**config.mk**
```make
export PLATFORM = sky130hd
export DESIGN_NAME = file_select_command_decoder
export DESIGN_NICKNAME = d
export VERILOG_FILES = /design/src/fsel_pkg.sv /design/src/fcp_tag_order.sv /design/src/file_select_command_decoder.sv
export SDC_FILE = /design/constraint.sdc
export NUM_CORES = 1
export LEC_CHECK = 0
export BUFFER_PORTS_ARGS = -buffer_cell sky130_fd_sc_hd__buf_4
export CAP_MARGIN = 10
export CORE_ASPECT_RATIO = 0.7
export CORE_MARGIN = 5
export CORE_UTILIZATION = 40
export DETAILED_ROUTE_END_ITERATION = 6
export HOLD_SLACK_MARGIN = 0.1
export PLACE_DENSITY = 0.6
export SLEW_MARGIN = 20
export SYNTH_ARGS = -nofsm -noshare
export SYNTH_HDL_FRONTEND = slang
export SYNTH_SLANG_ARGS = --single-unit
```
**constraint.sdc**
```tcl
create_clock -name CORE_CLK -period 2.73 [get_ports CORE_CLK]
set_input_delay 0.273 -clock CORE_CLK [delete_from_list [all_inputs] [get_ports CORE_CLK]]
set_output_delay 0.273 -clock CORE_CLK [all_outputs]
set_load 0.005 [all_outputs]
```
**src/fsel_pkg.sv**
```systemverilog
// Constants and types shared by the file selection command decoder.
package fsel_pkg;

   // Selection method carried in P1.
   localparam logic [7:0] P1_BY_FID    = 8'h00;
   localparam logic [7:0] P1_CHILD_DF  = 8'h01;
   localparam logic [7:0] P1_PARENT_DF = 8'h03;
   localparam logic [7:0] P1_BY_NAME   = 8'h04;
   localparam logic [7:0] P1_PATH_MF   = 8'h08;
   localparam logic [7:0] P1_PATH_CUR  = 8'h09;

   // Field positions inside P2.
   localparam int P2_RFU_BIT  = 7;
   localparam int P2_SESS_MSB = 6;
   localparam int P2_SESS_LSB = 5;
   localparam int P2_RSP_MSB  = 4;
   localparam int P2_RSP_LSB  = 2;
   localparam int P2_OCC_MSB  = 1;
   localparam int P2_OCC_LSB  = 0;

   localparam logic [1:0] SESS_ACTIVATE  = 2'h0;
   localparam logic [1:0] SESS_TERMINATE = 2'h2;
   localparam logic [2:0] RSP_FCP        = 3'h1;
   localparam logic [2:0] RSP_NONE       = 3'h3;

   // Template tags.
   localparam logic [7:0] TAG_FCP     = 8'h62;
   localparam logic [7:0] TAG_LEN_EXT = 8'h81;
   localparam logic [7:0] TAG_DESC    = 8'h82;
   localparam logic [7:0] TAG_FID     = 8'h83;
   localparam logic [7:0] TAG_NAME    = 8'h84;
   localparam logic [7:0] TAG_PROP    = 8'hA5;
   localparam logic [7:0] TAG_LCS     = 8'h8A;
   localparam logic [7:0] TAG_SEC_A   = 8'h8B;
   localparam logic [7:0] TAG_SEC_B   = 8'h8C;
   localparam logic [7:0] TAG_SEC_C   = 8'hAB;
   localparam logic [7:0] TAG_PIN     = 8'hC6;
   localparam logic [7:0] TAG_TOTAL   = 8'h81;
   localparam logic [7:0] TAG_SIZE    = 8'h80;
   localparam logic [7:0] TAG_SFI     = 8'h88;

   localparam logic [7:0] SHORT_LEN_MAX = 8'h7F;

   // Status words.
   localparam logic [15:0] SW_OK        = 16'h9000;
   localparam logic [15:0] SW_BAD_P1P2  = 16'h6A86;
   localparam logic [15:0] SW_NOT_FOUND = 16'h6A82;
   localparam logic [15:0] SW_BAD_LC    = 16'h6A87;

   localparam int         KEY_BYTES = 16;
   localparam logic [3:0] OBJ_STEPS = 4'h8;
   localparam logic [7:0] MF_REF    = 8'h00;

   typedef enum logic [1:0] {
      CLS_MF  = 2'h0,
      CLS_DF  = 2'h1,
      CLS_ADF = 2'h2,
      CLS_EF  = 2'h3
   } file_class_t;

   typedef enum logic [2:0] {
      SC_CHILD_CUR    = 3'h0,
      SC_PARENT       = 3'h1,
      SC_CHILD_PARENT = 3'h2,
      SC_CHILD_DF     = 3'h3,
      SC_NAME         = 3'h4,
      SC_PATH_MF      = 3'h5,
      SC_PATH_CUR     = 3'h6
   } scope_t;

endpackage

```
**src/fcp_tag_order.sv**
```systemverilog
// Tag sequence of the control parameter template for each file class.
module fcp_tag_order (
   input  fsel_pkg::file_class_t file_class,
   input  logic [2:0]            step,
   input  logic [1:0]            sec_sub,
   output logic [7:0]            tag,
   output logic                  is_sec,
   output logic                  skip
);

   logic [7:0] sec_tag;

   always_comb begin
      case (sec_sub)
         2'h0:    sec_tag = fsel_pkg::TAG_SEC_A;
         2'h1:    sec_tag = fsel_pkg::TAG_SEC_B;
         default: sec_tag = fsel_pkg::TAG_SEC_C;
      endcase
   end

   always_comb begin
      tag    = fsel_pkg::TAG_DESC;
      is_sec = 1'b0;
      skip   = 1'b0;
      if (file_class == fsel_pkg::CLS_EF) begin
         case (step)
            3'h0:    tag = fsel_pkg::TAG_DESC;
            3'h1:    tag = fsel_pkg::TAG_FID;
            3'h2:    tag = fsel_pkg::TAG_PROP;
            3'h3:    tag = fsel_pkg::TAG_LCS;
            3'h4: begin
               tag    = sec_tag;
               is_sec = 1'b1;
            end
            3'h5:    tag = fsel_pkg::TAG_SIZE;
            3'h6:    tag = fsel_pkg::TAG_TOTAL;
            default: tag = fsel_pkg::TAG_SFI;
         endcase
      end else begin
         case (step)
            3'h0:    tag = fsel_pkg::TAG_DESC;
            3'h1:    tag = fsel_pkg::TAG_FID;
            3'h2: begin
               tag  = fsel_pkg::TAG_NAME;
               skip = (file_class != fsel_pkg::CLS_ADF);
            end
            3'h3:    tag = fsel_pkg::TAG_PROP;
            3'h4:    tag = fsel_pkg::TAG_LCS;
            3'h5: begin
               tag    = sec_tag;
               is_sec = 1'b1;
            end
            3'h6:    tag = fsel_pkg::TAG_PIN;
            default: tag = fsel_pkg::TAG_TOTAL;
         endcase
      end
   end

endmodule

```
**src/file_select_command_decoder.sv**
```systemverilog
// File selection command decoder: parameter checks, search, template build.
module file_select_command_decoder (
   input  logic         CORE_CLK,
   input  logic         RST_N,
   input  logic         CMD_VALID,
   input  logic [7:0]   CMD_P1,
   input  logic [7:0]   CMD_P2,
   input  logic [7:0]   CMD_LC,
   input  logic         CMD_LE_PRESENT,
   input  logic [7:0]   CMD_LE,
   input  logic         DATA_VALID,
   input  logic [7:0]   DATA_BYTE,
   input  logic         LOOKUP_DONE,
   input  logic         LOOKUP_FOUND,
   input  logic [1:0]   LOOKUP_CLASS,
   input  logic [7:0]   LOOKUP_REF,
   input  logic         OBJ_PRESENT,
   input  logic [7:0]   OBJ_LEN,
   input  logic [7:0]   OBJ_BYTE,
   output logic         CMD_BUSY,
   output logic         LOOKUP_REQ,
   output logic [2:0]   LOOKUP_SCOPE,
   output logic [1:0]   LOOKUP_OCC,
   output logic         LOOKUP_PREFIX,
   output logic [127:0] LOOKUP_KEY,
   output logic [4:0]   LOOKUP_KEY_LEN,
   output logic [7:0]   CUR_DIR,
   output logic [7:0]   SEL_FILE,
   output logic [7:0]   OBJ_TAG,
   output logic [7:0]   OBJ_IDX,
   output logic         RSP_VALID,
   output logic [7:0]   RSP_BYTE,
   output logic         SW_VALID,
   output logic [15:0]  SW,
   output logic         SESSION_START,
   output logic         SESSION_END,
   output logic         PTR_INVALIDATE
);

   typedef enum logic [3:0] {
      S_IDLE  = 4'h0,
      S_DATA  = 4'h1,
      S_LOOK  = 4'h3,
      S_LWAIT = 4'h2,
      S_OREQ  = 4'h6,
      S_OWAIT = 4'h7,
      S_OEVAL = 4'h5,
      S_HDR   = 4'h4,
      S_BWAIT = 4'hC,
      S_BYTE  = 4'hD,
      S_STAT  = 4'hF
   } state_t;

   state_t                state_ff, nxt_state;
   logic [7:0]            p1_ff, nxt_p1, p2_ff, nxt_p2, lc_ff, nxt_lc, le_ff, nxt_le;
   logic                  le_pres_ff, nxt_le_pres;
   logic [7:0]            data_cnt_ff, nxt_data_cnt;
   logic [7:0]            key_ff [fsel_pkg::KEY_BYTES];
   logic [7:0]            nxt_key [fsel_pkg::KEY_BYTES];
   logic [1:0]            stage_ff, nxt_stage;
   fsel_pkg::file_class_t cls_ff, nxt_cls;
   logic [7:0]            cur_dir_ff, nxt_cur_dir, sel_ff, nxt_sel;
   logic [3:0]            step_ff, nxt_step;
   logic [1:0]            sec_ff, nxt_sec, hdr_ff, nxt_hdr;
   logic                  pass_ff, nxt_pass;
   logic [8:0]            total_ff, nxt_total, out_cnt_ff, nxt_out_cnt;
   logic [7:0]            olen_ff, nxt_olen, part_ff, nxt_part;
   logic [7:0]            tag_ff, nxt_tag, idx_ff, nxt_idx;
   logic                  req_ff, nxt_req, rsp_v_ff, nxt_rsp_v, sw_v_ff, nxt_sw_v;
   logic [7:0]            rsp_b_ff, nxt_rsp_b;
   logic [15:0]           sw_ff, nxt_sw;
   logic                  ss_ff, nxt_ss, se_ff, nxt_se, inv_ff, nxt_inv;
   logic [2:0]            scope_ff, nxt_scope;
   logic                  busy_ff, pfx_ff;
   logic [1:0]            occ_ff, nxt_occ;

   logic [7:0]            ord_tag;
   logic                  ord_sec, ord_skip, bad_param, commit, emit_en, limited;
   logic [7:0]            emit_byte, c_ref;
   fsel_pkg::file_class_t c_cls;
   logic [1:0]            sess;
   logic [2:0]            rsp_kind;

   fcp_tag_order u_order (
      .file_class (cls_ff),
      .step       (step_ff[2:0]),
      .sec_sub    (sec_ff),
      .tag        (ord_tag),
      .is_sec     (ord_sec),
      .skip       (ord_skip)
   );

   assign sess     = p2_ff[fsel_pkg::P2_SESS_MSB:fsel_pkg::P2_SESS_LSB];
   assign rsp_kind = p2_ff[fsel_pkg::P2_RSP_MSB:fsel_pkg::P2_RSP_LSB];
   assign limited  = le_pres_ff && (le_ff != 8'h00);

   always_comb begin
      bad_param = 1'b0;
      if (!(p1_ff == fsel_pkg::P1_BY_FID || p1_ff == fsel_pkg::P1_CHILD_DF ||
            p1_ff == fsel_pkg::P1_PARENT_DF || p1_ff == fsel_pkg::P1_BY_NAME ||
            p1_ff == fsel_pkg::P1_PATH_MF || p1_ff == fsel_pkg::P1_PATH_CUR)) begin
         bad_param = 1'b1;
      end else if (p2_ff[fsel_pkg::P2_RFU_BIT] ||
                   !(rsp_kind == fsel_pkg::RSP_FCP || rsp_kind == fsel_pkg::RSP_NONE)) begin
         bad_param = 1'b1;
      end else if (p1_ff == fsel_pkg::P1_BY_NAME && sess != fsel_pkg::SESS_ACTIVATE &&
                   sess != fsel_pkg::SESS_TERMINATE) begin
         bad_param = 1'b1;
      end
   end

   always_comb begin
      nxt_state = state_ff;     nxt_p1 = p1_ff;       nxt_p2 = p2_ff;
      nxt_lc = lc_ff;           nxt_le = le_ff;       nxt_le_pres = le_pres_ff;
      nxt_data_cnt = data_cnt_ff;
      nxt_key = key_ff;         nxt_stage = stage_ff; nxt_cls = cls_ff;
      nxt_cur_dir = cur_dir_ff; nxt_sel = sel_ff;     nxt_step = step_ff;
      nxt_sec = sec_ff;         nxt_hdr = hdr_ff;     nxt_pass = pass_ff;
      nxt_total = total_ff;     nxt_out_cnt = out_cnt_ff;
      nxt_olen = olen_ff;       nxt_part = part_ff;   nxt_tag = tag_ff;
      nxt_idx = idx_ff;         nxt_sw = sw_ff;       nxt_scope = scope_ff;
      nxt_rsp_b = rsp_b_ff;
      nxt_req = 1'b0;  nxt_rsp_v = 1'b0;  nxt_sw_v = 1'b0;
      nxt_ss = 1'b0;   nxt_se = 1'b0;     nxt_inv = 1'b0;
      commit = 1'b0;   c_cls = fsel_pkg::CLS_MF;  c_ref = fsel_pkg::MF_REF;
      emit_en = 1'b0;  emit_byte = 8'h00;
      case (state_ff)
         S_IDLE: begin
            if (CMD_VALID) begin
               nxt_p1 = CMD_P1;  nxt_p2 = CMD_P2;  nxt_lc = CMD_LC;
               nxt_le = CMD_LE;  nxt_le_pres = CMD_LE_PRESENT;
               nxt_data_cnt = 8'h00;
               nxt_stage = 2'h0;
               nxt_state = (CMD_LC == 8'h00) ? S_LOOK : S_DATA;
            end
         end
         S_DATA: begin
            if (DATA_VALID) begin
               // Bytes past the key store are consumed but dropped; Lc check answers later.
               if (data_cnt_ff < 8'(fsel_pkg::KEY_BYTES)) begin
                  nxt_key[data_cnt_ff[3:0]] = DATA_BYTE;
               end
               nxt_data_cnt = data_cnt_ff + 8'h01;
               if (nxt_data_cnt == lc_ff) begin
                  nxt_state = S_LOOK;
               end
            end
         end
         S_LOOK: begin
            if (bad_param) begin
               nxt_sw = fsel_pkg::SW_BAD_P1P2;
               nxt_state = S_STAT;
            end else if (lc_ff > 8'(fsel_pkg::KEY_BYTES)) begin
               nxt_sw = fsel_pkg::SW_BAD_LC;
               nxt_state = S_STAT;
            end else if (p1_ff == fsel_pkg::P1_BY_FID && lc_ff == 8'h00) begin
               commit = 1'b1;
            end else begin
               nxt_req = 1'b1;
               case (p1_ff)
                  fsel_pkg::P1_BY_FID:    nxt_scope = (stage_ff == 2'h0) ? fsel_pkg::SC_CHILD_CUR :
                                                      (stage_ff == 2'h1) ? fsel_pkg::SC_PARENT :
                                                      fsel_pkg::SC_CHILD_PARENT;
                  fsel_pkg::P1_CHILD_DF:  nxt_scope = fsel_pkg::SC_CHILD_DF;
                  fsel_pkg::P1_PARENT_DF: nxt_scope = fsel_pkg::SC_PARENT;
                  fsel_pkg::P1_BY_NAME:   nxt_scope = fsel_pkg::SC_NAME;
                  fsel_pkg::P1_PATH_MF:   nxt_scope = fsel_pkg::SC_PATH_MF;
                  default:                nxt_scope = fsel_pkg::SC_PATH_CUR;
               endcase
               nxt_state = S_LWAIT;
            end
         end
         S_LWAIT: begin
            if (LOOKUP_DONE) begin
               if (LOOKUP_FOUND) begin
                  commit = 1'b1;
                  c_cls = fsel_pkg::file_class_t'(LOOKUP_CLASS);
                  c_ref = LOOKUP_REF;
               end else if (p1_ff == fsel_pkg::P1_BY_FID && stage_ff != 2'h2) begin
                  nxt_stage = stage_ff + 2'h1;
                  nxt_state = S_LOOK;
               end else begin
                  nxt_sw = fsel_pkg::SW_NOT_FOUND;
                  nxt_state = S_STAT;
               end
            end
         end
         S_OREQ: begin
            if (step_ff == fsel_pkg::OBJ_STEPS) begin
               nxt_step = 4'h0;
               nxt_sec = 2'h0;
               if (!pass_ff) begin
                  // The length must lead the content, so a sizing pass runs first.
                  nxt_pass = 1'b1;
                  nxt_hdr = 2'h0;
                  nxt_state = S_HDR;
               end else begin
                  nxt_sw = fsel_pkg::SW_OK;
                  nxt_state = S_STAT;
               end
            end else if (ord_skip) begin
               nxt_step = step_ff + 4'h1;
            end else begin
               nxt_tag = ord_tag;
               nxt_idx = 8'h00;
               nxt_state = S_OWAIT;
            end
         end
         S_OWAIT: nxt_state = S_OEVAL;
         S_OEVAL: begin
            nxt_state = S_OREQ;
            if (!OBJ_PRESENT) begin
               if (ord_sec && sec_ff != 2'h2) begin
                  nxt_sec = sec_ff + 2'h1;
               end else begin
                  nxt_step = step_ff + 4'h1;
                  nxt_sec = 2'h0;
               end
            end else if (!pass_ff) begin
               nxt_total = total_ff + 9'(OBJ_LEN) + 9'h002;
               nxt_step = step_ff + 4'h1;
               nxt_sec = 2'h0;
            end else begin
               nxt_olen = OBJ_LEN;
               nxt_part = 8'h00;
               nxt_state = S_BYTE;
            end
         end
         S_HDR: begin
            emit_en = 1'b1;
            case (hdr_ff)
               2'h0: begin
                  emit_byte = fsel_pkg::TAG_FCP;
                  nxt_hdr = (total_ff > 9'(fsel_pkg::SHORT_LEN_MAX)) ? 2'h1 : 2'h2;
               end
               2'h1: begin
                  emit_byte = fsel_pkg::TAG_LEN_EXT;
                  nxt_hdr = 2'h2;
               end
               default: begin
                  emit_byte = total_ff[7:0];
                  nxt_state = S_OREQ;
               end
            endcase
         end
         S_BWAIT: nxt_state = S_BYTE;
         S_BYTE: begin
            emit_en = 1'b1;
            nxt_part = part_ff + 8'h01;
            if (part_ff == 8'h00) begin
               emit_byte = tag_ff;
            end else begin
               emit_byte = (part_ff == 8'h01) ? olen_ff : OBJ_BYTE;
               if (part_ff != 8'h01) begin
                  nxt_idx = idx_ff + 8'h01;
               end
               if (part_ff == olen_ff + 8'h01) begin
                  nxt_step = step_ff + 4'h1;
                  nxt_sec = 2'h0;
                  nxt_state = S_OREQ;
               end else begin
                  nxt_state = S_BWAIT;
               end
            end
         end
         S_STAT: begin
            nxt_sw_v = 1'b1;
            nxt_state = S_IDLE;
         end
         default: nxt_state = S_IDLE;
      endcase
      if (commit) begin
         nxt_cls = c_cls;
         nxt_sel = c_ref;
         if (c_cls != fsel_pkg::CLS_EF) begin
            nxt_cur_dir = c_ref;
         end
         nxt_inv = 1'b1;
         if (p1_ff == fsel_pkg::P1_BY_NAME) begin
            nxt_ss = (sess == fsel_pkg::SESS_ACTIVATE);
            nxt_se = (sess == fsel_pkg::SESS_TERMINATE);
         end
         if (rsp_kind == fsel_pkg::RSP_NONE) begin
            nxt_sw = fsel_pkg::SW_OK;
            nxt_state = S_STAT;
         end else begin
            nxt_step = 4'h0;  nxt_sec = 2'h0;  nxt_pass = 1'b0;
            nxt_total = 9'h000;
            nxt_out_cnt = 9'h000;
            nxt_state = S_OREQ;
         end
      end
      if (emit_en) begin
         // Output stops silently at Le; the status is still success.
         if (limited && out_cnt_ff == {1'b0, le_ff}) begin
            nxt_sw = fsel_pkg::SW_OK;
            nxt_state = S_STAT;
         end else begin
            nxt_rsp_v = 1'b1;
            nxt_rsp_b = emit_byte;
            nxt_out_cnt = out_cnt_ff + 9'h001;
         end
      end
   end

   always_ff @(posedge CORE_CLK) begin
      if (!RST_N) begin
         state_ff <= S_IDLE;  p1_ff <= 8'h00;  p2_ff <= 8'h00;  lc_ff <= 8'h00;
         le_ff <= 8'h00;      le_pres_ff <= 1'b0;  data_cnt_ff <= 8'h00;
         key_ff <= '{default: 8'h00};
         stage_ff <= 2'h0;    cls_ff <= fsel_pkg::CLS_MF;
         cur_dir_ff <= fsel_pkg::MF_REF;  sel_ff <= fsel_pkg::MF_REF;
         step_ff <= 4'h0;     sec_ff <= 2'h0;  hdr_ff <= 2'h0;  pass_ff <= 1'b0;
         total_ff <= 9'h000;  out_cnt_ff <= 9'h000;  olen_ff <= 8'h00;
         part_ff <= 8'h00;    tag_ff <= 8'h00;  idx_ff <= 8'h00;
         req_ff <= 1'b0;      rsp_v_ff <= 1'b0;  sw_v_ff <= 1'b0;
         rsp_b_ff <= 8'h00;   sw_ff <= 16'h0000;
         ss_ff <= 1'b0;       se_ff <= 1'b0;  inv_ff <= 1'b0;
         scope_ff <= fsel_pkg::SC_CHILD_CUR;
         busy_ff <= 1'b0;     pfx_ff <= 1'b0;  occ_ff <= 2'h0;
      end else begin
         state_ff <= nxt_state;  p1_ff <= nxt_p1;  p2_ff <= nxt_p2;  lc_ff <= nxt_lc;
         le_ff <= nxt_le;        le_pres_ff <= nxt_le_pres;  data_cnt_ff <= nxt_data_cnt;
         key_ff <= nxt_key;
         stage_ff <= nxt_stage;  cls_ff <= nxt_cls;
         cur_dir_ff <= nxt_cur_dir;  sel_ff <= nxt_sel;
         step_ff <= nxt_step;    sec_ff <= nxt_sec;  hdr_ff <= nxt_hdr;  pass_ff <= nxt_pass;
         total_ff <= nxt_total;  out_cnt_ff <= nxt_out_cnt;  olen_ff <= nxt_olen;
         part_ff <= nxt_part;    tag_ff <= nxt_tag;  idx_ff <= nxt_idx;
         req_ff <= nxt_req;      rsp_v_ff <= nxt_rsp_v;  sw_v_ff <= nxt_sw_v;
         rsp_b_ff <= nxt_rsp_b;  sw_ff <= nxt_sw;
         ss_ff <= nxt_ss;        se_ff <= nxt_se;  inv_ff <= nxt_inv;
         scope_ff <= nxt_scope;
         busy_ff <= (nxt_state != S_IDLE);  pfx_ff <= (nxt_scope == fsel_pkg::SC_NAME);
         occ_ff <= nxt_occ;
      end
   end

   genvar gi;
   generate
      for (gi = 0; gi < fsel_pkg::KEY_BYTES; gi++) begin : g_key
         assign LOOKUP_KEY[8*gi +: 8] = key_ff[gi];
      end
   endgenerate

   // The occurrence field is forced to zero outside selection by name.
   always_comb begin
      nxt_occ = 2'h0;
      if (nxt_p1 == fsel_pkg::P1_BY_NAME) begin
         nxt_occ = nxt_p2[fsel_pkg::P2_OCC_MSB:fsel_pkg::P2_OCC_LSB];
      end
   end

   assign CMD_BUSY       = busy_ff;
   assign LOOKUP_OCC     = occ_ff;
   assign LOOKUP_REQ     = req_ff;
   assign LOOKUP_SCOPE   = scope_ff;
   assign LOOKUP_PREFIX  = pfx_ff;
   assign LOOKUP_KEY_LEN = lc_ff[4:0];
   assign CUR_DIR        = cur_dir_ff;
   assign SEL_FILE       = sel_ff;
   assign OBJ_TAG        = tag_ff;
   assign OBJ_IDX        = idx_ff;
   assign RSP_VALID      = rsp_v_ff;
   assign RSP_BYTE       = rsp_b_ff;
   assign SW_VALID       = sw_v_ff;
   assign SW             = sw_ff;
   assign SESSION_START  = ss_ff;
   assign SESSION_END    = se_ff;
   assign PTR_INVALIDATE = inv_ff;

endmodule

```
==> flow_summary_export.csv <==
group,metric,value,unit
outcome,outcome,"finished clean",
logic_synthesis,yosysTopAreaCell,"dfxtp_1",
detailed_routing,viasPerCell,5.156,
clocking,post_cts_buffers,0,
logic_synthesis,synth.avg_cell_area,9.030,µm²
clocking,clock_latency,0.56,ns
critical_path,start_kind,"flop",
logic_synthesis,synth-seq-cells,288,
detailed_routing,vias,11400,
global_route,overflow,0,
clocking,cts_buffers,30,
global_route,first_global_vias,10693,
floorplan,die-area,0.03591,mm²
critical_path,crit_type,"reg -> reg",
logic_synthesis,ys_seq_area_share,44.81,%
timing,fin_tns_setup,0,ns
detailed_routing,drt_iter0_drc,1070,
logic_synthesis,synth.net_count,1538,
clocking,clkSlewWorstSetupHoldPaths,0.07,ns
detailed_routing,dr.pass1.iters,7,
logic_synthesis,synth_common_cells,"dfxtp_1, nor2_1, mux2i_1",
floorplan,chipWidth,224.4,µm
timing,period_needed,2.505,ns
power_and_ir_drop,power_leakage,6.908,nW
placement,numPortBuffers,274,
timing,skew,0.008973,ns
floorplan,die_y,160.1,µm
detailed_routing,ant_nets,0,
critical_path,arrival,2.93,ns
power_and_ir_drop,power,0.009586,W
logic_synthesis,synth.area.top_cells,"dfxtp_1, mux2i_1, nor2_1, ha_1, nand2_1",
detailed_routing,drt_wl_total,40480,µm
global_route,grt_antenna_before_repair,3,
logic_synthesis,synth_edf_count,0,
logic_synthesis,synth.most_common_cell,"dfxtp_1",
power_and_ir_drop,p_per_area,558.0,mW/mm²
timing,drv_slew,0,
logic_synthesis,synthCells,1425,
run,drv_cap,0,
global_route,grt_max_degree,84,
clocking,htree_levels,1,
logic_synthesis,ys_warn_count,0,
placement,dp.final_hpwl,29720,µm
critical_path,required,3.15,ns
power_and_ir_drop,worst_ir_drop_vdd,0.0004246,V
clocking,cts_buffer_depth,3,
hold_path,hp-class,"in -> reg",
clocking,cts_tree,"yes",
critical_path,cp_max_fo,5,
clocking,clock_sinks,288,
placement,gp_congestion,0.9011,
logic_synthesis,synth_top_area_share,44.81,%
timing,final_hold_viol_count,0,
finish,drive_gt1_share,24.48,%
logic_synthesis,ys.flop_type,"dfxtp_1",
logic_synthesis,async_flop_share,0,%
finish,syn_to_final_growth,33.52,%
timing,fmax,399.1,MHz
floorplan,ios,276,
timing,worst_pin_slew,0.9203,ns
floorplan,start_util,40.21,%
finish,fill_cells,2964,
logic_synthesis,syn_area,0.01287,mm²
floorplan,num_rows,55,
global_route,grt.total_usage,21.33,%
finish,layout.nets,1870,
logic_synthesis,synth_cell_types,85,
timing,relSlewSlack,38.18,%
global_route,grt_pass1_wl,62470,µm
critical_path,end_kind,"flop",
timing,rsz0062_at_grt,"no",
detailed_routing,wl_per_cell,18.31,µm
timing,fin_crit_sh,91.77,%
detailed_routing,drcViolationCount,0,
timing,setup_violations,0,
clocking,cts-root-buf,"clkbuf_16",
floorplan,coreArea,0.03200,mm²
power breakdown:
part	total (W)	switching (W)	internal, W
Sequential	0.00434	0.0000692	0.00427
Clock	0.00439	0.00179	0.00260
Combinational	0.000859	0.000482	0.000377
Total	0.00959	0.00234	0.00725
layer usage:
metal	track usage (%)	part of all wire (%)
met3	3.840	7.0
met1	33.15	49
met5	0	0
met2	30.79	42
met4	4.232	1.5
path summary, 6_finish.rpt:
| path | start | end | slack [ns] | depth (start not counted) |
|---|---|---|---|---|
| worst max-delay path | olen_ff[0]$_SDFFE_PN0P_ | step_ff[0]$_SDFF_PN0_ | 0.22 | 8 |
| worst min-delay path | DATA_BYTE[7] | LOOKUP_KEY[127]$_SDFFE_PN0P_ | 0.14 | 3 |
| worst max register to register | olen_ff[0]$_SDFFE_PN0P_ | step_ff[0]$_SDFF_PN0_ | 0.22 | 8 |
| worst min register to register | p2_ff[6]$_SDFFE_PN0P_ | SESSION_START$_SDFF_PN0_ | 0.43 | 1 |
through the flow:
| step | area (µm²) | worst slack (ns) | hold WS [ns] | util (%) | cells |
|---|---|---|---|---|---|
| global route | 17180 | 0.06751 | 0.1281 | 53.69 | 2211 |
| CTS | 17170 | 0.07378 | 0.1124 | 53.65 | 2208 |
| global placement | 15570 | 0.2382 | 0.4201 | 48.66 | 2099 |
| detailed placement | 15570 | 0.08447 | 0.4204 | 48.66 | 2099 |
| floorplan | 12870 | 0.4654 | 0.4025 | - | 1425 |
| finish | 17180 | 0.2246 | 0.1434 | 53.69 | 2211 |
final cells by class:
class	instances	area [µm²]	share of cell area (%)
antenna	3	7.507	0.04370
clock buffer	39	855.8	4.981
clock inverter	17	210.2	1.224
inverter	27	106.4	0.6190
multi-input combinational	1026	6648	38.69
sequential	288	5766	33.56
tap	427	534.3	3.110
timing repair buffer	384	3053	17.77
logic make-up (layout without fill, tap and decap cells):
group                      after synthesis  in the layout  share of synthesized area (%)
AOI/OAI and AO/OA                      233            233                          12.18
xor gates and xnor gates                51             51                          3.471
adders and majority gates               39             39                          3.851
buffers and inverters                  111            467                          3.608
DFF                                    288            288                          44.81
muxes                                  145            145                          11.36
other                                    1              4                        0.02914
and+or+nand+nor                        557            557                          20.69
critical path: stages, from the launching register on:
cell and delay (ns):
dfxtp_1 0.41, ha_1 0.23, nand2_1 0.12, o21ai_0 0.18
or4bb_1 0.49, nand4_1 0.14, a21oi_1 0.19, nor4_2 0.46
a211oi_1 0.15
placed cells by master, fill, tap and decap left out, types with 6 or more instances in the layout:
| cell | netlist | final |
|---|---|---|
| a211oi_1 | 13 | 13 |
| a21oi_1 | 88 | 87 |
| a22oi_1 | 15 | 15 |
| a311oi_1 | 6 | 6 |
| a31oi_1 | 13 | 13 |
| a32oi_1 | 9 | 9 |
| and2_1 | 13 | 13 |
| and3_1 | 12 | 12 |
| buf_4 | 7 | 328 |
| clkbuf_16 | 0 | 31 |
| clkinv_2 | 0 | 6 |
| dfxtp_1 | 288 | 288 |
| dlygate4sd3_1 | 0 | 53 |
| ha_1 | 38 | 38 |
| inv_1 | 26 | 26 |
| mux2_2 | 8 | 8 |
| mux2i_1 | 137 | 137 |
| nand2_1 | 124 | 124 |
| nand2b_1 | 15 | 15 |
| nand3_1 | 30 | 30 |
| nand4_1 | 12 | 12 |
| nor2_1 | 250 | 250 |
| nor2_2 | 12 | 12 |
| nor2b_1 | 7 | 7 |
| nor3_1 | 20 | 20 |
| nor3b_1 | 9 | 9 |
| nor4_1 | 11 | 10 |
| o21ai_0 | 33 | 33 |
| xnor2_1 | 32 | 32 |
| xor2_1 | 19 | 19 |
state kept, by name (all words and copies together), names as in the netlist, 8 cells and up:
register / cells
le_ff: 8
total_ff: 9
OBJ_IDX: 8
RSP_BYTE: 8
CUR_DIR: 8
out_cnt_ff: 9
olen_ff: 8
lc_ff: 8
p2_ff: 8
part_ff: 8
SEL_FILE: 8
SW: 16
p1_ff: 8
LOOKUP_KEY: 128
data_cnt_ff: 8
what timing repair did:
action                     in CTS  in global routing
hold buffers                   53                  0
hold endpoints to repair       63                  0
setup endpoints to repair       0                  3
gates resized for setup         0                  1
Note: power is estimated with default switching activity, not from simulation.
